$ cat src/rtl/ecbc_pkg.sv
// constants and types shared by the configuration-store controller
`default_nettype none
package ecbc_pkg;
    // clock and timing
    localparam int CLK_FREQ_MHZ          = 20;
    localparam int NVM_BYTE_WRITE_US     = 100;
    localparam int NVM_BYTE_WRITE_CYCLES = NVM_BYTE_WRITE_US * CLK_FREQ_MHZ;

    // register map, byte offsets on the management bus
    localparam logic [7:0] NUM_REGS          = 8'h1B;
    localparam logic [4:0] REG_REF_SELECT    = 5'h0B;
    localparam logic [4:0] REG_NVM_STATUS    = 5'h18;
    localparam logic [4:0] REG_NVM_LOCK      = 5'h19;
    localparam logic [4:0] REG_BLOCK_LENGTH_AND_COMMIT = 5'h1A;

    // field positions
    localparam int BIT_NVM_BUSY_FLAG       = 7;
    localparam int BIT_NVM_PERMANENT_LOCK  = 7;
    localparam int BIT_NVM_COMMIT_REQUEST  = 7;
    localparam int BIT_REF_SELECT_LSB      = 6;
    localparam int BIT_BLOCK_LENGTH_MSB    = 6;

    // values after reset
    localparam logic [7:0] BLOCK_LENGTH_AND_COMMIT_RST = 8'h1B;
    localparam logic [7:0] REG_DEFAULT_RST             = 8'h00;

    // command byte: top bit set selects a single-byte access
    localparam int BIT_CMD_BYTE_ACCESS = 7;

    // reference input source
    typedef enum logic [1:0] {
        ECBC_REF_CRYSTAL      = 2'b00,
        ECBC_REF_SINGLE_A     = 2'b01,
        ECBC_REF_SINGLE_B     = 2'b10,
        ECBC_REF_DIFFERENTIAL = 2'b11
    } ecbc_ref_t;

    // serial slave states
    typedef enum logic [3:0] {
        ECBC_IDLE      = 4'h0,
        ECBC_ADDR      = 4'h1,
        ECBC_ADDR_ACK  = 4'h2,
        ECBC_CMD       = 4'h3,
        ECBC_CMD_ACK   = 4'h4,
        ECBC_WDATA     = 4'h5,
        ECBC_WDATA_ACK = 4'h6,
        ECBC_RDATA     = 4'h7,
        ECBC_RDATA_ACK = 4'h8
    } ecbc_state_t;
endpackage
`default_nettype wire

$ cat src/rtl/ecbc_top.sv
// management-bus register file with nonvolatile commit, lock and block read length
`default_nettype none
//Contract
// - once lock is set, every later commit is refused, even if lock is cleared.
// - while locked, register writes still apply live but never reach the store.
// - bits [6:0] of byte 26 give block read length; default 27, zero illegal (zero is kept as written; a block read then sends only the count byte).
// - a write cycle starts only on a zero-to-one change of commit bit.
// - commit bit staying high never starts another write cycle.
// - commit bit stays high after programming; only a host write clears it.
// - byte and block reads keep working while programming runs.
// - bits [7:6] of byte 11 choose crystal, two single inputs, or differential.
// - reference input defaults to crystal mode.
// - busy flag high during programming, low after; writes to it ignored.
// - lock is bit 7 of byte 25; one requests permanent lock.
module ecbc_top #(
    parameter logic [6:0] DEV_ADDR = 7'h5A // arbitrary bus address
) (
    // clock and reset
    input  wire logic        clk,
    input  wire logic        rst,
    // management bus pins
    input  wire logic        scl_in,
    input  wire logic        sda_in,
    output logic             sda_out,
    output logic             sda_oe,
    // live configuration and programming busy flag
    output logic [1:0]       ref_input_mode,
    output logic [6:0]       block_read_length,
    output logic [26:0][7:0] config_live,
    output logic             nvm_busy_flag
);
    typedef struct packed {
        logic                  scl_s1;
        logic                  scl_s2;
        logic                  scl_d;
        logic                  sda_s1;
        logic                  sda_s2;
        logic                  sda_d;
        ecbc_pkg::ecbc_state_t st;
        logic [3:0]            bitcnt;
        logic [7:0]            shreg;
        logic                  rw;
        logic                  blk;
        logic                  nack;
        logic [7:0]            ptr;
        logic [6:0]            bcnt;
        logic                  oe;
        logic                  lock;
        logic                  start;
        logic [26:0][7:0]      regs;
    } ecbc_st_t;

    ecbc_st_t s_r;
    ecbc_st_t s_nxt;
    logic     busy;
    logic     scl_rise;
    logic     scl_fall;
    logic     bus_start;
    logic     bus_stop;

    // readback with the busy flag merged into its status bit
    function automatic logic [7:0] read_byte(input logic [26:0][7:0] regs,
                                             input logic [7:0] ptr,
                                             input logic bsy);
        logic [7:0] v;
        v = 8'h00;
        if (ptr < ecbc_pkg::NUM_REGS) begin
            v = regs[ptr[4:0]];
            if (ptr[4:0] == ecbc_pkg::REG_NVM_STATUS) begin
                v[ecbc_pkg::BIT_NVM_BUSY_FLAG] = bsy;
            end
        end
        return v;
    endfunction

    // bus events from the synchronised pins, never from the first stage
    assign scl_rise  = s_r.scl_s2 & ~s_r.scl_d;
    assign scl_fall  = ~s_r.scl_s2 & s_r.scl_d;
    assign bus_start = s_r.scl_s2 & s_r.scl_d & s_r.sda_d & ~s_r.sda_s2;
    assign bus_stop  = s_r.scl_s2 & s_r.scl_d & ~s_r.sda_d & s_r.sda_s2;

    // slave state machine and register file
    always_comb begin
        s_nxt        = s_r;
        s_nxt.scl_s1 = scl_in;
        s_nxt.scl_s2 = s_r.scl_s1;
        s_nxt.scl_d  = s_r.scl_s2;
        s_nxt.sda_s1 = sda_in;
        s_nxt.sda_s2 = s_r.sda_s1;
        s_nxt.sda_d  = s_r.sda_s2;
        s_nxt.start  = 1'b0;
        if (bus_start) begin
            s_nxt.st     = ecbc_pkg::ECBC_ADDR;
            s_nxt.bitcnt = 4'h0;
            s_nxt.oe     = 1'b0;
        end else if (bus_stop) begin
            s_nxt.st = ecbc_pkg::ECBC_IDLE;
            s_nxt.oe = 1'b0;
        end else begin
            unique case (s_r.st)
                ecbc_pkg::ECBC_IDLE: begin
                    s_nxt.oe = 1'b0;
                end
                ecbc_pkg::ECBC_ADDR, ecbc_pkg::ECBC_CMD, ecbc_pkg::ECBC_WDATA: begin
                    if (scl_rise) begin
                        s_nxt.shreg  = {s_r.shreg[6:0], s_r.sda_s2};
                        s_nxt.bitcnt = s_r.bitcnt + 4'h1;
                    end else if (scl_fall && s_r.bitcnt == 4'h8) begin
                        s_nxt.oe = 1'b1;
                        if (s_r.st == ecbc_pkg::ECBC_ADDR) begin
                            s_nxt.rw = s_r.shreg[0];
                            s_nxt.st = ecbc_pkg::ECBC_ADDR_ACK;
                            if (s_r.shreg[7:1] != DEV_ADDR) begin
                                s_nxt.oe = 1'b0;
                                s_nxt.st = ecbc_pkg::ECBC_IDLE;
                            end
                        end else if (s_r.st == ecbc_pkg::ECBC_CMD) begin
                            s_nxt.blk = ~s_r.shreg[ecbc_pkg::BIT_CMD_BYTE_ACCESS];
                            s_nxt.ptr = s_r.shreg[ecbc_pkg::BIT_CMD_BYTE_ACCESS] ?
                                        {1'b0, s_r.shreg[6:0]} : 8'h00;
                            s_nxt.st  = ecbc_pkg::ECBC_CMD_ACK;
                        end else begin
                            // writes always land live, locked or not
                            if (s_r.ptr < ecbc_pkg::NUM_REGS) begin
                                s_nxt.regs[s_r.ptr[4:0]] = s_r.shreg;
                                unique case (s_r.ptr[4:0])
                                    ecbc_pkg::REG_NVM_STATUS: begin
                                        s_nxt.regs[s_r.ptr[4:0]][7] = 1'b0;
                                    end
                                    ecbc_pkg::REG_NVM_LOCK: begin
                                        if (s_r.shreg[ecbc_pkg::BIT_NVM_PERMANENT_LOCK]) begin
                                            s_nxt.lock = 1'b1;
                                        end
                                    end
                                    ecbc_pkg::REG_BLOCK_LENGTH_AND_COMMIT: begin
                                        // only a fresh edge, never a held level
                                        s_nxt.start = s_r.shreg[ecbc_pkg::BIT_NVM_COMMIT_REQUEST]
                                            & ~s_r.regs[ecbc_pkg::REG_BLOCK_LENGTH_AND_COMMIT]
                                                       [ecbc_pkg::BIT_NVM_COMMIT_REQUEST]
                                            & ~s_r.lock & ~busy;
                                    end
                                    default: begin
                                    end
                                endcase
                            end
                            s_nxt.ptr = s_r.ptr + 8'h01;
                            s_nxt.st  = ecbc_pkg::ECBC_WDATA_ACK;
                        end
                    end
                end
                ecbc_pkg::ECBC_ADDR_ACK, ecbc_pkg::ECBC_CMD_ACK, ecbc_pkg::ECBC_WDATA_ACK: begin
                    if (scl_fall) begin
                        s_nxt.oe     = 1'b0;
                        s_nxt.bitcnt = 4'h0;
                        if (s_r.st == ecbc_pkg::ECBC_CMD_ACK ||
                            s_r.st == ecbc_pkg::ECBC_WDATA_ACK) begin
                            s_nxt.st = ecbc_pkg::ECBC_WDATA;
                        end else if (!s_r.rw) begin
                            s_nxt.st = ecbc_pkg::ECBC_CMD;
                        end else begin
                            // reads are served even while programming
                            if (s_r.blk) begin
                                s_nxt.shreg = {1'b0, s_r.regs[ecbc_pkg::REG_BLOCK_LENGTH_AND_COMMIT]
                                                     [ecbc_pkg::BIT_BLOCK_LENGTH_MSB:0]};
                                s_nxt.bcnt  = s_r.regs[ecbc_pkg::REG_BLOCK_LENGTH_AND_COMMIT]
                                                     [ecbc_pkg::BIT_BLOCK_LENGTH_MSB:0];
                            end else begin
                                s_nxt.shreg = read_byte(s_r.regs, s_r.ptr, busy);
                                s_nxt.ptr   = s_r.ptr + 8'h01;
                            end
                            s_nxt.oe = ~s_nxt.shreg[7];
                            s_nxt.st = ecbc_pkg::ECBC_RDATA;
                        end
                    end
                end
                ecbc_pkg::ECBC_RDATA: begin
                    if (scl_rise) begin
                        s_nxt.bitcnt = s_r.bitcnt + 4'h1;
                    end else if (scl_fall) begin
                        if (s_r.bitcnt == 4'h8) begin
                            s_nxt.oe = 1'b0;
                            s_nxt.st = ecbc_pkg::ECBC_RDATA_ACK;
                        end else begin
                            s_nxt.shreg = {s_r.shreg[6:0], 1'b0};
                            s_nxt.oe    = ~s_r.shreg[6];
                        end
                    end
                end
                ecbc_pkg::ECBC_RDATA_ACK: begin
                    if (scl_rise) begin
                        s_nxt.nack = s_r.sda_s2;
                    end else if (scl_fall) begin
                        s_nxt.bitcnt = 4'h0;
                        if (s_r.nack || (s_r.blk && s_r.bcnt == 7'h00)) begin
                            s_nxt.st = ecbc_pkg::ECBC_IDLE;
                        end else begin
                            s_nxt.shreg = read_byte(s_r.regs, s_r.ptr, busy);
                            s_nxt.ptr   = s_r.ptr + 8'h01;
                            s_nxt.bcnt  = s_r.blk ? s_r.bcnt - 7'h01 : s_r.bcnt;
                            s_nxt.oe    = ~s_nxt.shreg[7];
                            s_nxt.st    = ecbc_pkg::ECBC_RDATA;
                        end
                    end
                end
                default: begin
                    s_nxt.st = ecbc_pkg::ECBC_IDLE;
                    s_nxt.oe = 1'b0;
                end
            endcase
        end
    end

    // register stage; lock only clears with a full reset of the model
    always_ff @(posedge clk) begin
        if (rst) begin
            s_r        <= '0;
            s_r.scl_s1 <= 1'b1;
            s_r.scl_s2 <= 1'b1;
            s_r.scl_d  <= 1'b1;
            s_r.sda_s1 <= 1'b1;
            s_r.sda_s2 <= 1'b1;
            s_r.sda_d  <= 1'b1;
            s_r.regs   <= {27{ecbc_pkg::REG_DEFAULT_RST}}; // crystal mode
            s_r.regs[ecbc_pkg::REG_BLOCK_LENGTH_AND_COMMIT] <=
                ecbc_pkg::BLOCK_LENGTH_AND_COMMIT_RST;
        end else begin
            s_r <= s_nxt;
        end
    end

    ecbc_nvm u_nvm (
        .clk        (clk),
        .rst        (rst),
        .start      (s_r.start),
        .live_image (s_r.regs),
        .busy       (busy)
    );

    // outputs straight from flip-flops
    assign sda_out           = 1'b0; // open drain: only ever pulls low
    assign sda_oe            = s_r.oe;
    assign ref_input_mode    = s_r.regs[ecbc_pkg::REG_REF_SELECT]
                                       [ecbc_pkg::BIT_REF_SELECT_LSB +: 2];
    assign block_read_length = s_r.regs[ecbc_pkg::REG_BLOCK_LENGTH_AND_COMMIT]
                                       [ecbc_pkg::BIT_BLOCK_LENGTH_MSB:0];
    assign config_live       = s_r.regs;
    assign nvm_busy_flag     = busy;

    logic commit_bit;
    assign commit_bit = s_r.regs[ecbc_pkg::REG_BLOCK_LENGTH_AND_COMMIT]
                                [ecbc_pkg::BIT_NVM_COMMIT_REQUEST];

    // status byte as stored and as a read would present it
    logic [7:0] status_kept;
    logic [7:0] status_view;
    assign status_kept = s_r.regs[ecbc_pkg::REG_NVM_STATUS];
    assign status_view = read_byte(s_r.regs, {3'b000, ecbc_pkg::REG_NVM_STATUS}, busy);
endmodule
`default_nettype wire

$ cat src/rtl/ecbc_nvm.sv
// nonvolatile store model: copies the working registers one byte at a time
`default_nettype none
module ecbc_nvm (
    // clock and reset
    input  wire logic              clk,
    input  wire logic              rst,
    // commit request and live image
    input  wire logic              start,
    input  wire logic [26:0][7:0]  live_image,
    // progress
    output logic                   busy
);
    typedef struct packed {
        logic [26:0][7:0] mem;
        logic             busy;
        logic [4:0]       idx;
        logic [15:0]      cnt;
    } ecbc_nvm_st_t;

    ecbc_nvm_st_t s_r;
    ecbc_nvm_st_t s_nxt;

    // one byte per write period; host keeps the image still meanwhile
    always_comb begin
        s_nxt = s_r;
        if (!s_r.busy) begin
            if (start) begin
                s_nxt.busy = 1'b1;
                s_nxt.idx  = 5'h00;
                s_nxt.cnt  = 16'(ecbc_pkg::NVM_BYTE_WRITE_CYCLES - 1);
            end
        end else if (s_r.cnt != 16'h0000) begin
            s_nxt.cnt = s_r.cnt - 16'h0001;
        end else begin
            s_nxt.mem[s_r.idx] = live_image[s_r.idx];
            s_nxt.cnt          = 16'(ecbc_pkg::NVM_BYTE_WRITE_CYCLES - 1);
            if (s_r.idx == 5'(ecbc_pkg::NUM_REGS - 8'h01)) begin
                s_nxt.busy = 1'b0;
            end else begin
                s_nxt.idx = s_r.idx + 5'h01;
            end
        end
    end

    // stored bytes survive reset, control does not
    always_ff @(posedge clk) begin
        if (rst) begin
            s_r.busy <= 1'b0;
            s_r.idx  <= 5'h00;
            s_r.cnt  <= 16'h0000;
        end else begin
            s_r <= s_nxt;
        end
    end

    assign busy = s_r.busy;
endmodule
`default_nettype wire

$ cat config.mk
export PLATFORM = sky130hd
export DESIGN_NAME = ecbc_top
export DESIGN_NICKNAME = d
export VERILOG_FILES = /design/src/rtl/ecbc_pkg.sv /design/src/rtl/ecbc_top.sv /design/src/rtl/ecbc_nvm.sv
export SDC_FILE = /design/constraint.sdc
export NUM_CORES = 1
export LEC_CHECK = 0
export ABC_CLOCK_PERIOD_IN_PS = 2900
export BUFFER_PORTS_ARGS = -buffer_cell sky130_fd_sc_hd__buf_2
export CAP_MARGIN = 40
export CORE_MARGIN = 4
export CORE_UTILIZATION = 40
export CTS_CLUSTER_DIAMETER = 60
export DETAILED_ROUTE_END_ITERATION = 6
export PLACE_DENSITY = 0.57
export SLEW_MARGIN = 20
export SYNTH_ARGS = -nofsm -noshare
export SYNTH_HDL_FRONTEND = slang
export SYNTH_SLANG_ARGS = --single-unit
$ cat constraint.sdc
create_clock -name clk -period 2.9 [get_ports clk]
set_input_delay 0.29 -clock clk [delete_from_list [all_inputs] [get_ports clk]]
set_output_delay 0.29 -clock clk [all_outputs]
set_load 0.005 [all_outputs]
==> results.sh, run 1 <==
export IMPL_status="complete, no violations"
export IMPL_multi_input_area_um2=7152
export IMPL_htree_levels=2
export IMPL_synthAdderAreaFrac_pct=0.9174
export IMPL_finalSetupViolCount=0
export IMPL_place_area_um2=15210
export IMPL_grt_busiest_layer="met2"
export IMPL_cts_buffers=36
export IMPL_finalMaxSlewViolations=0
export IMPL_drive_gt1_share_pct=26.15
export IMPL_route_detailed_drc=0
export IMPL_p_total_mw=8.398
export IMPL_cts_buffer_depth=3
export IMPL_end_kind="flop"
export IMPL_yosysWarnings=0
export IMPL_drt_total_wl_um=47500
export IMPL_io_buffers=230
export IMPL_tns_ps=0
export IMPL_period_share_pct=90.91
export IMPL_drt_first_iter_violations=963
export IMPL_vias=12190
export IMPL_critical_path_class="flop to flop"
export IMPL_grt_pass1_vias=11670
export IMPL_pre_cts_ws_ps=147.6
export IMPL_synth_simple_area_share_pct=17.27
export IMPL_p_per_area_nw_per_um2=512.5
export IMPL_start_util_pct=40.79
export IMPL_drtPass1Iterations=5
export IMPL_cp_num_buf_inv=2
export IMPL_place_gp_congestion=0.8887
export IMPL_path_cells="buf_4 > nand2b_1 > nor3_1 > buf_4 > and3_1 > nand2_1 > mux2i_1 > nor2_1"
export IMPL_synth_xor_area_share_pct=0.5838
export IMPL_nNetsFinal=1720
export IMPL_grt_pass1_wl_um=72350
export IMPL_crit_family="simple AND/OR/NAND/NOR gates"
export IMPL_final_cell_count_no_fill=2200
export IMPL_die_width_um=201.7
export IMPL_grt_usage_pct=22.30
export IMPL_core_um2=36790
export IMPL_synth_fp_nets=1718
export IMPL_path_depth=8
export IMPL_setup_ws_ps=263.6
export IMPL_slew_headroom_pct=41.47
export IMPL_async_reset_ff_share_pct=0
export IMPL_reg2reg_depth=8
export IMPL_grt_use_met2_pct=37.06
export IMPL_hpwl_um=33230
export IMPL_clock_latency_ps=540
export IMPL_syn_area_per_cell_um2=8.810
export IMPL_ys_types=70
export IMPL_postLayoutCellArea_um2=16390
export IMPL_antenna_left=0
export IMPL_rrSetupSlack_ps=260
export IMPL_clock_sinks=281
export IMPL_synthFlopType="dfxtp_1"
export IMPL_synth_seq_cells=281
export IMPL_grt_max_degree=102
export IMPL_synth_area_top_cells="dfxtp_1 37%, buf_4 11%, mux2i_1 10%"
export IMPL_mostFrequentLayoutCell="dfxtp_1"
export IMPL_viasPerCell=5.539
export IMPL_crit_arrival_ps=3040
export IMPL_placed_cells=2133
export IMPL_layout_min_cycle_time_ps=2636
export IMPL_worst_slew_pin_slew_ps=855.8
export IMPL_met3_usage_pct=5.141
export IMPL_area_growth_synth_to_final_pct=9.224
export IMPL_final_cell_mix="279 x dfxtp_1, 229 x buf_2, 184 x nor2_1"
export IMPL_clk_pin_slew_ps=60
export IMPL_overflow=0
export IMPL_num_rows=70
export IMPL_synth_edff_count=0
export IMPL_seq_area_frac_synth_pct=37.49
export IMPL_die_height_um=201.7
export IMPL_synth_top_cell_by_area="dfxtp_1"
export IMPL_clockRootBuffer="clkbuf_16"
export IMPL_antenna_found_initial=0
export IMPL_synth_area_mux_share_pct=17.10
export IMPL_wl_per_cell_um=21.59
export IMPL_cts_tree="done"
export IMPL_cp_max_fo=15
export IMPL_use_met1_pct=29.51
export IMPL_cp_required_ps=3300
export IMPL_start_kind="flop"
export IMPL_seqCellArea_um2=5633
export IMPL_rsz0062_at_grt="false"
export IMPL_hold_class="primary input to flop"
export IMPL_die_area_um2=40670
export IMPL_num_io_pins=232
export IMPL_diodes=0
export IMPL_synth_cells=1703
export IMPL_fill_cells=3675
export IMPL_drv_cap=0
export IMPL_timing_hold_ws_ps=395.2
export IMPL_power_leakage_nw=6.700
export IMPL_cpMostUsedCell="buf_4"
export IMPL_clock_skew_ps=26.00
export IMPL_max_freq_mhz=379.3
export IMPL_synth_top_family_by_area="simple AND/OR/NAND/NOR gates"
export IMPL_synth_top_area_share_pct=37.49
export IMPL_synth_compound_area_share_pct=11.66
export IMPL_fin_util_pct=44.55
export IMPL_cpPeakStageDelay_ps=540
export IMPL_synthesis_area_um2=15000
export IMPL_whs_path_depth=2
export IMPL_finalHoldViolations=0
export IMPL_cpMaxStageDelayCell="and3_1"
export IMPL_ir_drop_v=0.0005003
-- cell usage after synthesis (20+ instances only) --
library cell / count
dfxtp_1: 281
buf_4: 226
mux4_2: 43
nor3_1: 24
nor2b_1: 22
clkbuf_1: 89
inv_1: 20
nand2_1: 144
nor2_1: 187
nand3_1: 105
a221oi_1: 21
mux2i_1: 154
a21oi_1: 131
-- layout make-up --
class,count,share of cell area [%]
Multi-Input combinational cell,1056,43.64
Inverter,21,0.4810
Clock buffer,49,5.978
Clock inverter,16,1.069
Timing Repair Buffer,309,10.88
Sequential cell,281,34.37
Tap cell,468,3.573
-- path summary, 6_finish.rpt --
kind	startpoint	end
worst max-delay path	s_r[249]$_SDFFE_PP0P_	config_live[47]$_SDFFE_PP0P_
worst min-delay path	rst	config_live[103]$_SDFFE_PP0P_
worst max register to register	s_r[249]$_SDFFE_PP0P_	config_live[47]$_SDFFE_PP0P_
worst min register to register	s_nxt[254]$_SDFF_PP1_	s_nxt[253]$_SDFF_PP1_
-- per-layer routing --
layer | wire, µm | up-vias
li1 | - | 5757
met1 | 20290 | 5923
met5 | 0 | -
met3 | 3579 | 47
met2 | 22680 | 458
met4 | 947 | 0
-- power breakdown --
group / switching, mW / internal, mW
logic: 0.108 / 0.0327
registers: 0.00784 / 3.86
clock network: 1.80 / 2.58
-- cell families (layout without fill, tap and decap cells) --
group / count (synthesis) / in the layout
multiplexers: 202 / 202
AO/OA/AOI/OAI: 269 / 269
buffers and inverters: 366 / 395
adder cells (fa/ha/maj): 11 / 11
AND/OR/NAND/NOR: 563 / 563
XOR/XNOR: 10 / 10
flip-flops: 281 / 281
other: 1 / 1
-- what timing repair did --
action | 4_1_cts | 5_1_grt
buffers inserted | 0 | 0
gates resized for setup | 0 | 2
hold endpoints to repair | 2 | 0
setup endpoints to repair | 0 | 2
hold buffers | 2 | 0
No activity file was read; power rests on OpenSTA's default activity.
==> run 2: changes to the inputs <==
--- a/config.mk
+++ b/config.mk
@@ -8,6 +8,7 @@
 export ABC_CLOCK_PERIOD_IN_PS = 2900
 export BUFFER_PORTS_ARGS = -buffer_cell sky130_fd_sc_hd__buf_2
 export CAP_MARGIN = 40
+export CORE_ASPECT_RATIO = 1.4
 export CORE_MARGIN = 4
 export CORE_UTILIZATION = 40
 export CTS_CLUSTER_DIAMETER = 60
==> run 2 against run 1 <==
Compared with the run above:
- hold slack worse by 18 ps
- register-to-register slack worse by 90 ps
- die area up 0.11%
- combinational power about the same
- clock power down 4%
- total power down 2.3%
- setup slack worse by 87 ps
- global-route usage about the same
- routed wire length down 1.3%
- non-clock buffer count down 8
- critical endpoint is now u_nvm.s_r[8]$_SDFFE_PP0P_
- largest cell class unchanged
- largest power group unchanged
==> results.sh, run 2 (synthesis results as in run 1) <==
export IMPL_nNetsFinal=1710
export IMPL_layout_min_cycle_time_ps=2723
export IMPL_crit_start="u_nvm.s_r[0]$_SDFFE_PP0P_"
export IMPL_crit_arrival_ps=3160
export IMPL_cpPeakStageDelay_ps=690
export IMPL_power_leakage_nw=6.655
export IMPL_cp_num_buf_inv=1
export IMPL_io_buffers=230
export IMPL_final_cell_count_no_fill=2184
export IMPL_route_detailed_drc=0
export IMPL_path_cells="inv_1 > ha_1 > or3b_1 > or4_1 > o31a_2 > a211o_2 > a21oi_1"
export IMPL_vias=12240
export IMPL_cpMaxStageDelayCell="or4_1"
export IMPL_drt_total_wl_um=46890
export IMPL_antenna_left=0
export IMPL_finalSetupViolCount=0
export IMPL_clockRootBuffer="clkbuf_16"
export IMPL_rsz0062_at_grt="false"
export IMPL_die_area_um2=40710
export IMPL_cp_max_fo=13
export IMPL_num_io_pins=232
export IMPL_clock_skew_ps=24.75
export IMPL_cts_buffers=34
export IMPL_max_freq_mhz=367.2
export IMPL_r2r_start="u_nvm.s_r[0]$_SDFFE_PP0P_"
export IMPL_die_height_um=237.2
export IMPL_cp_endpoint="u_nvm.s_r[8]$_SDFFE_PP0P_"
export IMPL_overflow=0
export IMPL_area_growth_synth_to_final_pct=8.782
export IMPL_comb_power_share_pct=1.7
export IMPL_wl_per_cell_um=21.47
export IMPL_p_sw_mw=1.830
export IMPL_placed_cells=2124
export IMPL_hpwl_um=33350
export IMPL_mostFrequentLayoutCell="dfxtp_1"
export IMPL_htree_levels=2
export IMPL_worst_slew_pin_slew_ps=703.5
export IMPL_power_frac_clock_pct=51.1
export IMPL_power_frac_seq_pct=47.2
export IMPL_status="complete, no violations"
export IMPL_r2r_end="u_nvm.s_r[8]$_SDFFE_PP0P_"
export IMPL_drt_first_iter_violations=1010
export IMPL_critical_path_class="flop to flop"
export IMPL_grt_usage_pct=22.34
export IMPL_clk_pin_slew_ps=60
export IMPL_clock_latency_ps=530
export IMPL_finalHoldViolations=0
export IMPL_end_kind="flop"
export IMPL_final_cell_mix="279 x dfxtp_1, 229 x buf_2, 184 x nor2_1"
export IMPL_start_kind="flop"
export IMPL_grt_max_degree=101
export IMPL_finalMaxSlewViolations=0
export IMPL_num_rows=83
export IMPL_setup_ws_ps=176.7
export IMPL_p_int_mw=6.372
export IMPL_cp_required_ps=3340
export IMPL_rrSetupSlack_ps=180
export IMPL_die_width_um=171.7
export IMPL_switching_share_pct=22.31
export IMPL_viasPerCell=5.604
export IMPL_grt_pass1_wl_um=71660
export IMPL_drtPass1Iterations=5
export IMPL_drive_gt1_share_pct=25.74
export IMPL_p_per_area_nw_per_um2=502.5
export IMPL_pre_cts_ws_ps=133.1
export IMPL_period_share_pct=93.91
export IMPL_place_gp_congestion=0.9021
export IMPL_reg2reg_depth=7
export IMPL_crit_family="simple AND/OR/NAND/NOR gates"
export IMPL_path_depth=7
export IMPL_antenna_found_initial=0
export IMPL_tns_ps=0
export IMPL_grt_pass1_vias=11890
export IMPL_hold_class="primary input to flop"
export IMPL_fin_util_pct=44.27
export IMPL_core_um2=36870
export IMPL_clock_sinks=281
export IMPL_diodes=0
export IMPL_ir_drop_v=0.0004332
export IMPL_cts_tree="done"
export IMPL_slew_headroom_pct=53.03
export IMPL_cts_buffer_depth=3
export IMPL_drv_cap=0
export IMPL_start_util_pct=40.70
run 2: cell types whose count changed in the layout (fill, tap and decap cells not counted), sizes merged:
cell / change
bufinv: -1
buf: -8
clkinv: -1
clkinvlp: -2
clkbuf: -3
run 2: stage by stage:
step | instance area, µm² | power, mW | hold WS (ps)
floorplan | 15000 | 4.052 | 389.5
global placement | 15200 | 4.093 | 399.5
global route | 16320 | 8.457 | 382.8
detailed placement | 15200 | 4.092 | 400.6
CTS | 16320 | 8.289 | 351.5
finish | 16320 | 8.202 | 377.5
run 2: how the worst min path moves through the flow:
stage | from | to | slack (ps) | depth (start not counted)
6_report | rst | s_r[235]$_SDFFE_PP0P_ | 380 | 2
3_3_place_gp | s_nxt[257]$_SDFF_PP1_ | s_nxt[256]$_SDFF_PP1_ | 400 | 1
4_1_cts | rst | u_nvm.s_r[12]$_SDFFE_PP0P_ | 350 | 2
5_1_grt | rst | s_r[235]$_SDFFE_PP0P_ | 380 | 2
2_1_floorplan | s_nxt[254]$_SDFF_PP1_ | s_nxt[253]$_SDFF_PP1_ | 390 | 1
3_5_place_dp | s_nxt[254]$_SDFF_PP1_ | s_nxt[253]$_SDFF_PP1_ | 400 | 1
run 2: cell type report:
type	count	area, µm²
Fill cell	3630	20550
Multi-Input combinational cell	1056	7148
Sequential cell	281	5633
Timing Repair Buffer	301	1773
Clock buffer	46	977.2
Tap cell	467	584.3
Clock inverter	12	126.4
Inverter	21	78.83
run 2: repair_timing:
item,in CTS,in global routing
hold buffers,2,0
hold endpoints to repair,2,0
buffers inserted,0,0
resized for setup,0,1
setup endpoints to repair,0,2
run 2: per-layer routing:
metal	GRT usage, %	wire [µm]	vias up
met2	38.29	23480	442
met1	26.98	18400	5968
met3	4.508	2978	95
li1	-	-	5734
met5	0	0	-
met4	9.681	2032	0
run 2: power groups by stage:
stage	logic, mW	registers [mW]	clock network, mW
global route	0.152	3.87	4.43
detailed placement	0.135	3.96	0
global placement	0.135	3.96	0
finish	0.140	3.87	4.19
CTS	0.138	3.87	4.28
floorplan	0.0973	3.95	0
==> run 3: changes to the inputs <==
==> constraint.sdc (replaced) <==
create_clock -name clk -period 2.9 [get_ports clk]
set_input_delay 0.145 -clock clk [delete_from_list [all_inputs] [get_ports clk]]
set_output_delay 0.145 -clock clk [all_outputs]
set_load 0.005 [all_outputs]
==> run 3 against run 2 <==
Compared with the run above:
- routed wire length is 0.20% lower
- clock power is 5.5% higher
- largest cell class unchanged
- hold slack worse by 170 ps
- setup slack worse by 13 ps
- core utilization is 0.19 points higher
- total power is 2.8% higher
- die area stayed put
- sequential share of layout area is 0.15 points lower
- final cell count is 0.14% higher
- maximum frequency is 0.49% lower
- flip-flop and latch count stayed put
==> results.sh, run 3 (synthesis results as in run 1) <==
export IMPL_status="complete, no violations"
export IMPL_final_cell_mix="279 x dfxtp_1, 229 x buf_2, 184 x nor2_1"
export IMPL_route_detailed_drc=0
export IMPL_num_rows=83
export IMPL_area_growth_synth_to_final_pct=9.248
export IMPL_cp_max_fo=13
export IMPL_drv_cap=0
export IMPL_period_share_pct=94.37
export IMPL_start_kind="flop"
export IMPL_grt_pass1_wl_um=71400
export IMPL_hold_class="primary input to flop"
export IMPL_finalHoldViolations=0
export IMPL_drt_total_wl_um=46800
export IMPL_fill_cells=3663
export IMPL_worst_slew_pin_slew_ps=724.6
export IMPL_place_gp_congestion=0.8956
export IMPL_drtPass1Iterations=5
export IMPL_rrSetupSlack_ps=160
export IMPL_vias=12250
export IMPL_cp_required_ps=3340
export IMPL_tns_ps=0
export IMPL_postCtsSetupRepairBufs=0
export IMPL_rsz0062_at_grt="false"
export IMPL_antenna_left=0
export IMPL_wl_per_cell_um=21.40
export IMPL_htree_levels=2
export IMPL_whs_path_depth=2
export IMPL_overflow=0
export IMPL_layout_min_cycle_time_ps=2737
export IMPL_die_area_um2=40710
export IMPL_die_width_um=171.7
export IMPL_io_buffers=230
export IMPL_diodes=0
export IMPL_grt_usage_pct=22.19
export IMPL_viasPerCell=5.601
export IMPL_clock_sinks=281
export IMPL_placed_cells=2124
export IMPL_cts_buffer_depth=3
export IMPL_grt_pass1_vias=12050
export IMPL_r2r_start="u_nvm.s_r[0]$_SDFFE_PP0P_"
export IMPL_slew_headroom_pct=51.63
export IMPL_clockRootBuffer="clkbuf_16"
export IMPL_cts_tree="done"
export IMPL_end_kind="flop"
export IMPL_mostFrequentLayoutCell="dfxtp_1"
export IMPL_hpwl_um=33390
export IMPL_finalSetupViolCount=0
export IMPL_reg2reg_depth=7
export IMPL_ir_drop_v=0.0005057
export IMPL_drt_first_iter_violations=857
export IMPL_crit_arrival_ps=3180
export IMPL_max_freq_mhz=365.4
export IMPL_hold_start="rst"
export IMPL_clk_pin_slew_ps=60
export IMPL_start_util_pct=40.70
export IMPL_antenna_found_initial=0
export IMPL_fin_util_pct=44.46
export IMPL_min_to="u_nvm.s_r[12]$_SDFFE_PP0P_"
export IMPL_critical_path_class="flop to flop"
export IMPL_grt_max_degree=102
export IMPL_num_io_pins=232
export IMPL_finalMaxSlewViolations=0
export IMPL_die_height_um=237.2
export IMPL_power_leakage_nw=6.696
export IMPL_clock_latency_ps=520
export IMPL_r2r_end="u_nvm.s_r[8]$_SDFFE_PP0P_"
export IMPL_drive_gt1_share_pct=25.93
export IMPL_core_um2=36870
export IMPL_nNetsFinal=1710
export IMPL_clock_skew_ps=19.98
export IMPL_p_per_area_nw_per_um2=514.3
export IMPL_cts_buffers=34
export IMPL_final_cell_count_no_fill=2187
==> run 3: cell types whose count changed in the layout (fill, tap and decap cells not counted) <==
cell	previous run	this run
bufinv_16	1	3
clkbuf_1	5	4
clkbuf_16	35	34
clkbuf_8	7	8
clkinv_4	0	2
clkinv_8	2	3
clkinvlp_4	2	0
inv_4	0	1
==> run 3: critical path, stage by stage, from the launching register on <==
cell     delay (ps)
dfxtp_1         340
inv_1            70
ha_1            180
or3b_1          410
or4_1           690
o31a_2          500
a211o_2         320
a21oi_1         140
==> run 3: through the flow <==
| step | hold slack, ps | total power [mW] | cell area, µm² | setup WS (ps) |
|---|---|---|---|---|
| global placement | 339.0 | 4.093 | 15200 | 183.2 |
| floorplan | 248.8 | 4.052 | 15000 | 450.3 |
| detailed placement | 337.6 | 4.093 | 15200 | 137.7 |
| CTS | 199.0 | 8.529 | 16390 | 125.6 |
| finish | 203.0 | 8.429 | 16390 | 163.3 |
| global route | 236.0 | 8.672 | 16390 | 32.77 |
==> run 3: power breakdown <==
part	total [mW]	switching, mW	internal [mW]
registers	3.87	0.00962	3.86
clock network	4.42	1.77	2.65
logic	0.138	0.106	0.0324
total	8.43	1.89	6.54
==> run 3: area by class of cell <==
type / instances / area, µm² / share of cell area (%)
clock inverters: 16 / 211.5 / 1.290
repair buffers: 301 / 1773 / 10.82
inverters: 21 / 78.83 / 0.4809
multi-input cells: 1056 / 7148 / 43.61
clock buffers: 45 / 962.2 / 5.870
well taps: 467 / 584.3 / 3.565
flip-flops and latches: 281 / 5633 / 34.37
==> run 3: metal layers <==
layer | track usage (%) | vias up | wire (µm)
met2 | 37.71 | 455 | 23110
met1 | 26.76 | 5961 | 18410
met3 | 4.359 | 107 | 2905
met4 | 10.50 | 0 | 2376
met5 | 0 | - | 0
li1 | - | 5727 | -
==> run 3: what timing repair did <==
action,CTS,global route
hold buffers,2,0
gates resized for setup,0,1
setup endpoints to repair,0,1
hold endpoints to repair,2,0
==> run 3: worst max path at each step <==
stage / startpoint / end / slack (ps) / cells past startpoint
2_1_floorplan: u_nvm.s_r[0]$_SDFFE_PP0P_ / u_nvm.s_r[7]$_SDFFE_PP0P_ / 450 / 9
3_3_place_gp: u_nvm.s_r[0]$_SDFFE_PP0P_ / u_nvm.s_r[8]$_SDFFE_PP0P_ / 180 / 7
3_5_place_dp: u_nvm.s_r[0]$_SDFFE_PP0P_ / u_nvm.s_r[8]$_SDFFE_PP0P_ / 140 / 7
4_1_cts: u_nvm.s_r[0]$_SDFFE_PP0P_ / u_nvm.s_r[8]$_SDFFE_PP0P_ / 130 / 7
5_1_grt: u_nvm.s_r[0]$_SDFFE_PP0P_ / u_nvm.s_r[8]$_SDFFE_PP0P_ / 30 / 7
6_report: u_nvm.s_r[0]$_SDFFE_PP0P_ / u_nvm.s_r[8]$_SDFFE_PP0P_ / 160 / 7
